<file path="config.mk">
export PLATFORM = sky130hd
export DESIGN_NAME = timer2_capture_reload
export DESIGN_NICKNAME = d
export VERILOG_FILES = /design/src/design/timer2_pkg.sv /design/src/design/pin_fall_sync.sv /design/src/design/tick_divider.sv /design/src/design/timer2_capture_reload.sv
export SDC_FILE = /design/constraint.sdc
export NUM_CORES = 1
export LEC_CHECK = 0
export ABC_AREA = 1
export BUFFER_PORTS_ARGS = -buffer_cell sky130_fd_sc_hd__buf_2
export CORE_ASPECT_RATIO = 0.9
export CORE_MARGIN = 10
export CORE_UTILIZATION = 45
export DETAILED_ROUTE_END_ITERATION = 7
export PLACE_DENSITY = 0.67
export SYNTH_ARGS = -nofsm -noshare
export SYNTH_HDL_FRONTEND = slang
export SYNTH_SLANG_ARGS = --single-unit
</file>
<file path="constraint.sdc">
create_clock -name MCLK -period 2.8 [get_ports MCLK]
set_input_delay 0.14 -clock MCLK [delete_from_list [all_inputs] [get_ports MCLK]]
set_output_delay 0.14 -clock MCLK [all_outputs]
set_load 0.02 [all_outputs]
</file>
<file path="src/design/timer2_pkg.sv">
// Shared constants, register map and carrier types of the capture/reload timer
package timer2_pkg;

   // ==========================================================
   // Bus widths
   localparam int ADDR_W = 12;
   localparam int DATA_W = 32;
   localparam int STRB_W = 4;

   // ==========================================================
   // Register byte offsets
   localparam logic [ADDR_W-1:0] OFS_CTRL = 12'h000;
   localparam logic [ADDR_W-1:0] OFS_COUNT = 12'h004;
   localparam logic [ADDR_W-1:0] OFS_RELOAD = 12'h008;
   localparam logic [ADDR_W-1:0] OFS_IRQ_EN = 12'h00c;

   // ==========================================================
   // Control, interrupt enable and count byte field positions
   localparam int BIT_CAPTURE_RELOAD_SELECT = 0;
   localparam int BIT_COUNTER_TIMER_SELECT = 1;
   localparam int BIT_RUN_CONTROL = 2;
   localparam int BIT_EXTERNAL_TRIGGER_ENABLE = 3;
   localparam int BIT_TRANSMIT_BAUD_SELECT = 4;
   localparam int BIT_RECEIVE_BAUD_SELECT = 5;
   localparam int BIT_EXTERNAL_TRIGGER_FLAG = 6;
   localparam int BIT_OVERFLOW_FLAG = 7;
   localparam int BIT_TIMER_IRQ_ENABLE = 0;
   localparam int COUNT_LOW_LSB = 0;
   localparam int COUNT_HIGH_LSB = 8;

   // ==========================================================
   // Reset values and count limits
   localparam logic [7:0] CTRL_RESET = 8'h00;
   localparam logic [15:0] COUNT_RESET = 16'h0000;
   localparam logic [15:0] RELOAD_RESET = 16'h0000;
   localparam logic IRQ_EN_RESET = 1'b0;
   localparam logic [15:0] COUNT_MAX = 16'hffff;
   localparam logic [15:0] COUNT_ONE = 16'h0001;

   // ==========================================================
   // Timing: core clock cycles per count in timer and baud operation
   localparam int TIMER_DIV = 12;
   localparam int BAUD_DIV = 2;

   // ==========================================================
   // Types
   typedef enum logic [1:0] {MODE_OFF, MODE_AUTO, MODE_CAPT, MODE_BAUD} mode_t;

   typedef struct packed {
      logic overflow_flag;
      logic external_trigger_flag;
      logic receive_baud_select;
      logic transmit_baud_select;
      logic external_trigger_enable;
      logic run_control;
      logic counter_timer_select;
      logic capture_reload_select;
   } ctrl_t;

   typedef struct packed {
      logic psel;
      logic penable;
      logic pwrite;
      logic [ADDR_W-1:0] paddr;
      logic [DATA_W-1:0] pwdata;
      logic [STRB_W-1:0] pstrb;
   } apb_req_t;

   typedef struct packed {
      logic [DATA_W-1:0] prdata;
      logic pready;
      logic pslverr;
   } apb_rsp_t;

endpackage : timer2_pkg

</file>
<file path="src/design/pin_fall_sync.sv">
// Three-stage pin synchroniser with a one-cycle falling-edge pulse
`timescale 1ns/1ns
module pin_fall_sync (
   // Clock and reset
   input wire logic clk,
   input wire logic rst_n,
   // Pin and event
   input wire logic pin,
   output logic fall
);
   logic s1_reg;
   logic s2_reg;
   logic s3_reg;
   logic level_reg;

   always_ff @(posedge clk or negedge rst_n) begin
      if (!rst_n) begin
         s1_reg <= 1'b1;
         s2_reg <= 1'b1;
         s3_reg <= 1'b1;
      end else begin
         s1_reg <= pin;
         s2_reg <= s1_reg;
         s3_reg <= s2_reg;
      end
   end

   // Level moves only when stages two and three agree, which filters a one-cycle glitch
   always_ff @(posedge clk or negedge rst_n) begin
      if (!rst_n) begin
         level_reg <= 1'b1;
         fall <= 1'b0;
      end else begin
         fall <= 1'b0;
         if (s2_reg == s3_reg && s3_reg != level_reg) begin
            level_reg <= s3_reg;
            fall <= ~s3_reg;
         end
      end
   end
endmodule : pin_fall_sync

</file>
<file path="src/design/tick_divider.sv">
// Free-running divider giving a one-cycle enable every DIV clocks
`timescale 1ns/1ns
module tick_divider #(
   parameter int DIV = 12
) (
   // Clock and reset
   input wire logic clk,
   input wire logic rst_n,
   // Enable pulse
   output logic tick
);
   localparam int CW = (DIV > 1) ? $clog2(DIV) : 1;
   localparam logic [CW-1:0] LAST = CW'(DIV - 1);
   localparam logic [CW-1:0] STEP = CW'(1);

   logic [CW-1:0] cnt_reg;

   always_ff @(posedge clk or negedge rst_n) begin
      if (!rst_n) begin
         cnt_reg <= '0;
         tick <= 1'b0;
      end else begin
         tick <= (cnt_reg == LAST);
         cnt_reg <= (cnt_reg == LAST) ? '0 : cnt_reg + STEP;
      end
   end
endmodule : tick_divider

</file>
<file path="src/design/timer2_capture_reload.sv">
// Sixteen-bit timer/counter with capture, auto-reload and baud generation, APB slave
`timescale 1ns/1ns
module timer2_capture_reload (
   // Clock and reset
   input wire logic MCLK,
   input wire logic RESET_N,
   // APB slave
   input timer2_pkg::apb_req_t APB_REQ,
   output timer2_pkg::apb_rsp_t APB_RSP,
   // External pins
   input wire logic COUNT_PIN,
   input wire logic TRIGGER_PIN,
   // Interrupt and baud outputs
   output logic TIMER_IRQ,
   output logic TX_BAUD_TICK,
   output logic RX_BAUD_TICK
);
   import timer2_pkg::*;

   // ==========================================================
   // Declarations
   ctrl_t ctrl_reg;
   ctrl_t ctrl_next;
   logic [15:0] count_reg;
   logic [15:0] count_next;
   logic [15:0] reload_reg;
   logic [15:0] reload_next;
   logic irq_en_reg;
   logic [DATA_W-1:0] rdata_reg;
   logic tx_tick_reg;
   logic rx_tick_reg;
   mode_t mode;
   logic timer_pulse;
   logic baud_pulse;
   logic count_fall;
   logic trig_fall;
   logic step;
   logic wrap;
   logic trig_hit;
   logic seventeenth;
   logic setup;
   logic access;
   logic mapped;
   logic wr_ctrl;
   logic wr_count;
   logic wr_reload;
   logic wr_irq;
   logic [DATA_W-1:0] rd_mux;

   // ==========================================================
   // Pulse sources
   // Dividers run free from reset, so the first count after a start lands anywhere in a period
   tick_divider #(.DIV(TIMER_DIV)) u_timer_div (
      .clk(MCLK),
      .rst_n(RESET_N),
      .tick(timer_pulse)
   );

   tick_divider #(.DIV(BAUD_DIV)) u_baud_div (
      .clk(MCLK),
      .rst_n(RESET_N),
      .tick(baud_pulse)
   );

   pin_fall_sync u_count_sync (
      .clk(MCLK),
      .rst_n(RESET_N),
      .pin(COUNT_PIN),
      .fall(count_fall)
   );

   pin_fall_sync u_trig_sync (
      .clk(MCLK),
      .rst_n(RESET_N),
      .pin(TRIGGER_PIN),
      .fall(trig_fall)
   );

   // ==========================================================
   // Mode decode
   // Baud selects outrank the capture/reload select; run control clear stops counting, wraps and triggers
   always_comb begin
      if (!ctrl_reg.run_control) begin
         mode = MODE_OFF;
      end else if (ctrl_reg.receive_baud_select || ctrl_reg.transmit_baud_select) begin
         mode = MODE_BAUD;
      end else if (ctrl_reg.capture_reload_select) begin
         mode = MODE_CAPT;
      end else begin
         mode = MODE_AUTO;
      end
   end

   // ==========================================================
   // Count enable: pin edges as a counter, divided core clock as a timer
   always_comb begin
      if (mode == MODE_OFF) begin
         step = 1'b0;
      end else if (ctrl_reg.counter_timer_select) begin
         step = count_fall;
      end else if (mode == MODE_BAUD) begin
         step = baud_pulse;
      end else begin
         step = timer_pulse;
      end
   end

   // Wrap is judged on a step, so a stopped counter resting at ffff never wraps
   assign wrap = step && (count_reg == COUNT_MAX);
   // A trigger while stopped or disabled is dropped, not held for later
   assign trig_hit = trig_fall && ctrl_reg.external_trigger_enable && (mode != MODE_OFF);
   // Flag used as the seventeenth bit only in auto-reload with the trigger disabled
   assign seventeenth = (mode == MODE_AUTO) && !ctrl_reg.external_trigger_enable;

   // ==========================================================
   // APB decode: zero wait states, so a request completes in its first access cycle
   assign setup = APB_REQ.psel && !APB_REQ.penable;
   assign access = APB_REQ.psel && APB_REQ.penable;
   assign mapped = (APB_REQ.paddr == OFS_CTRL) || (APB_REQ.paddr == OFS_COUNT) ||
                   (APB_REQ.paddr == OFS_RELOAD) || (APB_REQ.paddr == OFS_IRQ_EN);
   assign wr_ctrl = access && APB_REQ.pwrite && (APB_REQ.paddr == OFS_CTRL);
   assign wr_count = access && APB_REQ.pwrite && (APB_REQ.paddr == OFS_COUNT);
   assign wr_reload = access && APB_REQ.pwrite && (APB_REQ.paddr == OFS_RELOAD);
   assign wr_irq = access && APB_REQ.pwrite && (APB_REQ.paddr == OFS_IRQ_EN);

   function automatic logic [15:0] merge16(input logic [15:0] old,
                                           input logic [DATA_W-1:0] wd,
                                           input logic [STRB_W-1:0] strb);
      logic [15:0] res;
      res = old;
      if (strb[0]) begin
         res[COUNT_LOW_LSB +: 8] = wd[7:0];
      end
      if (strb[1]) begin
         res[COUNT_HIGH_LSB +: 8] = wd[15:8];
      end
      return res;
   endfunction : merge16

   // ==========================================================
   // Count register
   always_comb begin
      count_next = count_reg;
      if (wrap) begin
         case (mode)
            MODE_AUTO: count_next = reload_reg;
            MODE_BAUD: count_next = reload_reg;
            MODE_CAPT: count_next = '0;
            default: count_next = count_reg;
         endcase
      end else if (step) begin
         count_next = count_reg + COUNT_ONE;
      end
      // Trigger reload only in auto-reload; in baud mode the edge must not reload
      if (trig_hit && mode == MODE_AUTO) begin
         count_next = reload_reg;
      end
      // Software write wins; the timer should be stopped before writing it
      if (wr_count) begin
         count_next = merge16(count_reg, APB_REQ.pwdata, APB_REQ.pstrb);
      end
   end

   always_ff @(posedge MCLK or negedge RESET_N) begin
      if (!RESET_N) begin
         count_reg <= COUNT_RESET;
      end else begin
         count_reg <= count_next;
      end
   end

   // ==========================================================
   // Reload/capture register: a capture wins over a software write in the same cycle
   always_comb begin
      reload_next = reload_reg;
      if (wr_reload) begin
         reload_next = merge16(reload_reg, APB_REQ.pwdata, APB_REQ.pstrb);
      end
      if (trig_hit && mode == MODE_CAPT) begin
         reload_next = count_reg;
      end
   end

   always_ff @(posedge MCLK or negedge RESET_N) begin
      if (!RESET_N) begin
         reload_reg <= RELOAD_RESET;
      end else begin
         reload_reg <= reload_next;
      end
   end

   // ==========================================================
   // Control register and flags: hardware set or toggle wins over a software write
   // Software may also set a flag by writing one, which lets a handler be exercised
   always_comb begin
      ctrl_next = ctrl_reg;
      if (wr_ctrl && APB_REQ.pstrb[0]) begin
         ctrl_next = ctrl_t'(APB_REQ.pwdata[7:0]);
      end
      if (wrap && (mode == MODE_AUTO || mode == MODE_CAPT)) begin
         ctrl_next.overflow_flag = 1'b1;
      end
      if (wrap && seventeenth) begin
         ctrl_next.external_trigger_flag = ~ctrl_reg.external_trigger_flag;
      end
      if (trig_hit) begin
         ctrl_next.external_trigger_flag = 1'b1;
      end
   end

   always_ff @(posedge MCLK or negedge RESET_N) begin
      if (!RESET_N) begin
         ctrl_reg <= ctrl_t'(CTRL_RESET);
      end else begin
         ctrl_reg <= ctrl_next;
      end
   end

   always_ff @(posedge MCLK or negedge RESET_N) begin
      if (!RESET_N) begin
         irq_en_reg <= IRQ_EN_RESET;
      end else if (wr_irq && APB_REQ.pstrb[0]) begin
         irq_en_reg <= APB_REQ.pwdata[BIT_TIMER_IRQ_ENABLE];
      end
   end

   // ==========================================================
   // Shared interrupt: flags stay set until software clears them, save the seventeenth-bit toggle of the external flag
   // Registered so the request stays clean while flags and mode change together
   always_ff @(posedge MCLK or negedge RESET_N) begin
      if (!RESET_N) begin
         TIMER_IRQ <= 1'b0;
      end else begin
         TIMER_IRQ <= irq_en_reg && (ctrl_reg.overflow_flag ||
                      (ctrl_reg.external_trigger_flag && !seventeenth));
      end
   end

   // ==========================================================
   // Baud ticks: one pulse per rollover toward the serial port
   // Each direction follows its own select, so one side may take its rate elsewhere
   always_ff @(posedge MCLK or negedge RESET_N) begin
      if (!RESET_N) begin
         tx_tick_reg <= 1'b0;
         rx_tick_reg <= 1'b0;
      end else begin
         tx_tick_reg <= wrap && (mode == MODE_BAUD) && ctrl_reg.transmit_baud_select;
         rx_tick_reg <= wrap && (mode == MODE_BAUD) && ctrl_reg.receive_baud_select;
      end
   end

   assign TX_BAUD_TICK = tx_tick_reg;
   assign RX_BAUD_TICK = rx_tick_reg;

   // ==========================================================
   // Read path: data captured in the setup cycle, held through the access cycle
   // A running count therefore reads as its value one cycle before the access
   always_comb begin
      rd_mux = '0;
      case (APB_REQ.paddr)
         OFS_CTRL: rd_mux[7:0] = ctrl_reg;
         OFS_COUNT: rd_mux[15:0] = count_reg;
         OFS_RELOAD: rd_mux[15:0] = reload_reg;
         OFS_IRQ_EN: rd_mux[BIT_TIMER_IRQ_ENABLE] = irq_en_reg;
         default: rd_mux = '0;
      endcase
   end

   always_ff @(posedge MCLK or negedge RESET_N) begin
      if (!RESET_N) begin
         rdata_reg <= '0;
      end else if (setup) begin
         rdata_reg <= APB_REQ.pwrite ? '0 : rd_mux;
      end
   end

   always_comb begin
      APB_RSP.prdata = rdata_reg;
      APB_RSP.pready = 1'b1;
      APB_RSP.pslverr = access && !mapped;
   end

endmodule : timer2_capture_reload

</file>
# Yosys cells after proc, flatten, opt, wreduce, memory -nomap -nowiden
# Cells that the tools add are included.
[word_totals] out_inout_bits=37 inputBits=55 reg_bits=93 wordCells=128
[classes] mux=27 bitwise=3 eq_ne=15 n_reduce_logical=49 add_sub_neg=3
[op_table] operator="2-to-1 mux 16 bit" n=7
[op_table] operator="case mux 16 bit (2 select lines)" n=1
[op_table] operator="logical AND 1 bit" n=25
[op_table] operator="equality test 12 x 4 -> 1 bit, second input constant" n=2
[op_table] operator="2-to-1 mux 8 bit" n=3
[op_table] operator="case mux 7 bit (3 select lines)" n=1
[op_table] operator="adder 16 x 1 -> 16 bit, second input constant" n=1
[op_table] operator="equality test 16 bit, second input constant" n=1
[op_table] operator="case mux 8 bit (2 select lines)" n=1
[op_table] operator="equality test 12 x 3 -> 1 bit, second input constant" n=1
[op_table] operator="zero test 12 bit" n=1
[op_table] operator="nonzero test 2 bit" n=5
[op_table] operator="2-to-1 mux 1 bit" n=9
[op_table] operator="logical OR 1 bit" n=6
[op_table] operator="2-to-1 mux 2 bit" n=3
[op_table] operator="AND reduction 3 bit" n=2
[op_table] operator="inequality test 5 x 2 -> 1 bit, second input constant" n=1
[op_table] operator="adder 4 x 1 -> 4 bit, second input constant" n=1
[op_table] operator="equality test 2 bit, second input constant" n=2
[op_table] operator="equality test 4 bit, second input constant" n=1
[op_table] operator="zero test 1 bit" n=4
[op_table] operator="2-to-1 mux 4 bit" n=1
[op_table] operator="inequality test 2 bit, second input constant" n=2
[op_table] operator="case mux 1 bit (4 select lines)" n=1
[op_table] operator="10 further kinds" n=15

# Depth between registers and ports, before layout
[logic_depth] ltp_word=11 mapped_depth=18

# Modules after synthesis
# A second synthesis with hierarchy kept.
[unflattened] cells_unflattened=625 hier_area_um2=4565.6
[by_module_without_submodules] mod="timer2_capture_reload" cells_per_inst=585 seq_area_each_um2=1501.4 instances=1 area_each_um2=4002.6
[by_module_without_submodules] mod="pin_fall_sync" cells_per_inst=10 seq_area_each_um2=130.1 instances=2 area_each_um2=157.7
[by_module_without_submodules] mod="tick_divider at u_timer_div" cells_per_inst=17 seq_area_each_um2=125.1 instances=1 area_each_um2=193.9
[by_module_without_submodules] mod="tick_divider at u_baud_div" cells_per_inst=3 seq_area_each_um2=50.0 instances=1 area_each_um2=53.8

# Worst setup path before layout
# Ideal clock, no wire load.
[synth_timing] path_kind="register to register" startpoint="register ctrl_reg[4] (netlist name)" endpoint="register count_reg[10]" path_stages_with_launch=19 path_buffers=1 t_required_ns=2.685 slack_ns=0.655 arrival_time_ns=2.030 path_cell_list="dfrtp_1 inv_1 nand2_1 o21ai_0 inv_1 ha_1 inv_1 nand2_1 nand3_1 nand2_1 inv_1 nand3_2 nor2_2 nand2_2 nand2_4 buf_12 nor2_2 nand2_2 nand2_2"
[synth_via] elab_chain_cells=11 elab_cells_between_ends=22 classes_between="eq/ne (4); mux (9); reduce/logical (9)"
[synth_rtl] item="start, declared" line_no="timer2_capture_reload.sv:22" text="ctrl_t ctrl_reg;"
[synth_rtl] item="start signal, assigned" line_no="timer2_capture_reload.sv:213" text="ctrl_reg <= ctrl_t'(CTRL_RESET);"
[synth_rtl] item="start signal, assigned" line_no="timer2_capture_reload.sv:215" text="ctrl_reg <= ctrl_next;"
[synth_rtl] item="logical OR 1 bit *" line_no="timer2_capture_reload.sv:85" text="end else if (ctrl_reg.receive_baud_select || ctrl_reg.transmit_baud_select) begin"
[synth_rtl] item="2-to-1 mux 2 bit *" line_no="timer2_capture_reload.sv:85"
[synth_rtl] item="2-to-1 mux 2 bit *" line_no="timer2_capture_reload.sv:83" text="if (!ctrl_reg.run_control) begin"
[synth_rtl] item="equality test 2 bit" line_no="timer2_capture_reload.sv:101, timer2_capture_reload.sv:145"
[synth_rtl] item="2-to-1 mux 1 bit" line_no="timer2_capture_reload.sv:101" text="end else if (mode == MODE_BAUD) begin"
[synth_rtl] item="2-to-1 mux 1 bit" line_no="timer2_capture_reload.sv:99" text="end else if (ctrl_reg.counter_timer_select) begin"
[synth_rtl] item="2-to-1 mux 1 bit" line_no="timer2_capture_reload.sv:97" text="if (mode == MODE_OFF) begin"
[synth_rtl] item="logical AND 1 bit" line_no="timer2_capture_reload.sv:109" text="assign wrap = step && (count_reg == COUNT_MAX);"
[synth_rtl] item="2-to-1 mux 16 bit" line_no="timer2_capture_reload.sv:144" text="if (wrap) begin"
[synth_rtl] item="2-to-1 mux 16 bit" line_no="timer2_capture_reload.sv:155" text="if (trig_hit && mode == MODE_AUTO) begin"
[synth_rtl] item="2-to-1 mux 16 bit" line_no="timer2_capture_reload.sv:159" text="if (wr_count) begin"
[synth_rtl] item="end signal, assigned" line_no="timer2_capture_reload.sv:168" text="count_reg <= count_next;"
[synth_rtl] item="end, declared" line_no="timer2_capture_reload.sv:24" text="logic [15:0] count_reg;"
# Mark *: on every way between the ends. The rest lies on a longest branch, timed or not.
# A chain may end at the register's enable or synchronous reset.

# Final worst setup path
[layout_timing] startpoint="register ctrl_reg[5] (netlist name)" endpoint="register count_reg[2]"
# Same word-level chain as after synthesis.

==> metrics.txt <==
drt drc 0; Final Slew Violations 0; clk root buf clkbuf_16; RSZ-0062 raised after global routing no; clk slew on worst S/H paths 0.06 ns; Leak 2.80 nW; sw frac 0.320; logic gate share of total power 0.193; min Tclk post-route 2.51 ns; Initial DRT Pass Iterations 5; Reg area 0.00194 mm2; initial antenna violation count 0; GP Congestion 0.873; setup TNS 0 ns; GR met2 Demand/Resource 0.272; H-tree levels 3; sequential power share 0.438; diode count 0; Initial Util 0.457; layout cell share with drive strength beyond 1 0.182; die area 0.0148 mm2; Pwr Density 606 mW/mm2; fraction of post-synthesis cell area in the top cell type by area 0.372; crit path max fanout 16; Post-Layout Cell Count 799; flop-to-flop setup slack 0.29 ns; CP Launch Point ctrl_reg[5]; status finished clean; Post-Place Setup Slack 0.188 ns; fmax 398 MHz; Setup WS post-layout 0.289 ns; total CTS buffers 9; Distinct cells, synth 44; Final Skew 0.00521 ns; Global Route Usage Sum 0.166; chip width 127 um; final WL 12200 um; Seq cells post-synth 77; GR Overflow Total 0; CTS tree done; Required @ worst endpoint 3.03 ns; R2R depth 15; number of global-route vias before repair 4228; relative slew slack 0.352; PortBufs 56; Die H 116 um; Hold Path Cell Cnt 3; Top Ports 92; M3 GR Usage 0.0395; Core ar. 0.0102 mm2; Post-Syn Area per Cell 7.60 um2; Hold Path Class primary input to register; ys async rst share 1.00; Final #Nets 726; Max VDD drop 0.382 mV; Clk Latency, worst-skew pair 0.34 ns; global-route wire length before repair 20200 um; endpoint class of the critical path register; clk sink count 77; register area share after synthesis 0.417; reg2reg start ctrl_reg[5]; slew of the pin with the lowest slew margin 0.972 ns; crit path DAT 2.74 ns; crit path launch type register; Hold EP ctrl_reg[4]; top_reg_cell synth dfrtp_1; placed instance count 780; Synth Cell Area 0.00465 mm2; largest area contributor in the netlist dfrtp_1; power share of the clock group 0.369; FP Rows 35; Multi-input gate area 0.00222 mm2; Psw 1.02 mW; crit path kind register to register; max_cap viols 0; met1 GRT Util 0.213; largest net degree at the start of global routing 78; Wirelength per Cell 15.2 um; Post-Syn Instances 611; Detailed Route Iter0 Violations 360; Total Power 3.18 mW; Hold Vio Cnt, Final 0; synth-to-layout area growth 13.0%; Avg Vias per Cell 5.17; FF-to-FF End count_reg[2]; GR peak layer met2; post-route ant nets 0; fillers 973; Max Root-Sink Buffers 2; number of synthesized flops with an enable pin 0; Vias 4133; final setup vio count 0; post-DP HPWL 8780 um; worst hold slack 0.0583 ns; Ys Warns 0; final period utilization 0.897; hold_sp APB_REQ[8]; Int Pwr 2.16 mW; synth top area cells dfrtp_1, nand2_1, inv_1
==> cells in the mapped netlist (7+ instances only) <==
master,number
dfrtp_1,69
dfstp_2,8
inv_1,77
a22o_1,8
o22ai_1,15
o21ai_0,43
nand3_1,44
nand2_2,13
nor2_2,7
nand2_1,154
nor2_1,68
clkbuf_1,9
buf_4,18
xor2_1,11
==> worst max-delay path: stages (launching register included) <==
cell and delay [ns]:
dfrtp_1 0.37, inv_1 0.11, nand2_1 0.13, o21ai_1 0.24
inv_1 0.10, ha_1 0.20, inv_1 0.10, nand2_1 0.06
nand3_1 0.06, nand2_1 0.16, nor2_2 0.20, nand2_2 0.26
nand3b_1 0.19, nand3_1 0.08, nand2_1 0.08, nand2_1 0.05
==> cells in the final DEF, fill, tap and decap left out, drive strengths merged, types with 5 or more instances in the layout <==
master / count
nand2: 170
inv: 80
nor2: 80
dfrtp: 69
buf: 60
nand3: 48
o21ai: 48
conb: 17
o22ai: 15
xor2: 11
clkbuf: 11
a22o: 8
dfstp: 8
o211ai: 6
ha: 6
nor3: 6
nand4: 5
==> power groups by stage <==
stage	registers [mW]	logic, mW	clock network [mW]
3_3_place_gp	1.40	0.590	0
3_5_place_dp	1.41	0.608	0
4_1_cts	1.39	0.613	1.20
5_1_grt	1.41	0.708	1.25
2_1_floorplan	1.36	0.501	0
6_report	1.39	0.613	1.18
==> logic make-up (layout without fill, tap and decap cells) <==
logic type / after synthesis / in the layout / synth area share
other: 2 / 17 / 0.00162
multiplexers: 1 / 1 / 0.00215
flip-flops: 77 / 77 / 0.417
buffers and inverters: 114 / 158 / 0.118
AND/OR/NAND/NOR: 313 / 313 / 0.307
AO/OA/AOI/OAI: 86 / 86 / 0.116
adder cells (fa/ha/maj): 6 / 6 / 0.0162
XOR/XNOR: 12 / 12 / 0.0226
==> through the flow <==
stage               instance area (um2)  utilization
floorplan                          4700            -
global placement                   4930        0.485
detailed placement                 4930        0.485
CTS                                5250        0.517
global route                       5250        0.517
finish                             5250        0.517
==> routing by layer <==
metal | vias to the layer above | wire length [um]
li1 | 2022 | -
met3 | 18 | 881
met5 | - | 0
met4 | 0 | 171
met1 | 1942 | 5610
met2 | 151 | 5490
==> cell type report <==
class,count,area share
clock buffer,11,0.0443
clock inverter,5,0.0114
inverter,79,0.0565
multi-input combinational,435,0.423
sequential,77,0.369
tap,129,0.0308
timing repair buffer,63,0.0653
==> worst max path at each step <==
stage	end	slack [ns]	cells past startpoint
floorplan	count_reg[10]	0.66	18
global placement	count_reg[14]	0.31	15
detailed placement	count_reg[2]	0.19	15
CTS	count_reg[2]	0.16	15
global route	count_reg[6]	0.02	16
finish	count_reg[2]	0.29	15
==> repair_timing <==
item | 4_1_cts | 5_1_grt
endpoints found under the setup margin | 0 | 15
hold buffers | 3 | 0
buffers inserted | 0 | 0
hold endpoints to repair | 3 | 0
resized for setup | 0 | 1
Note: power is estimated with default switching activity, not from simulation.
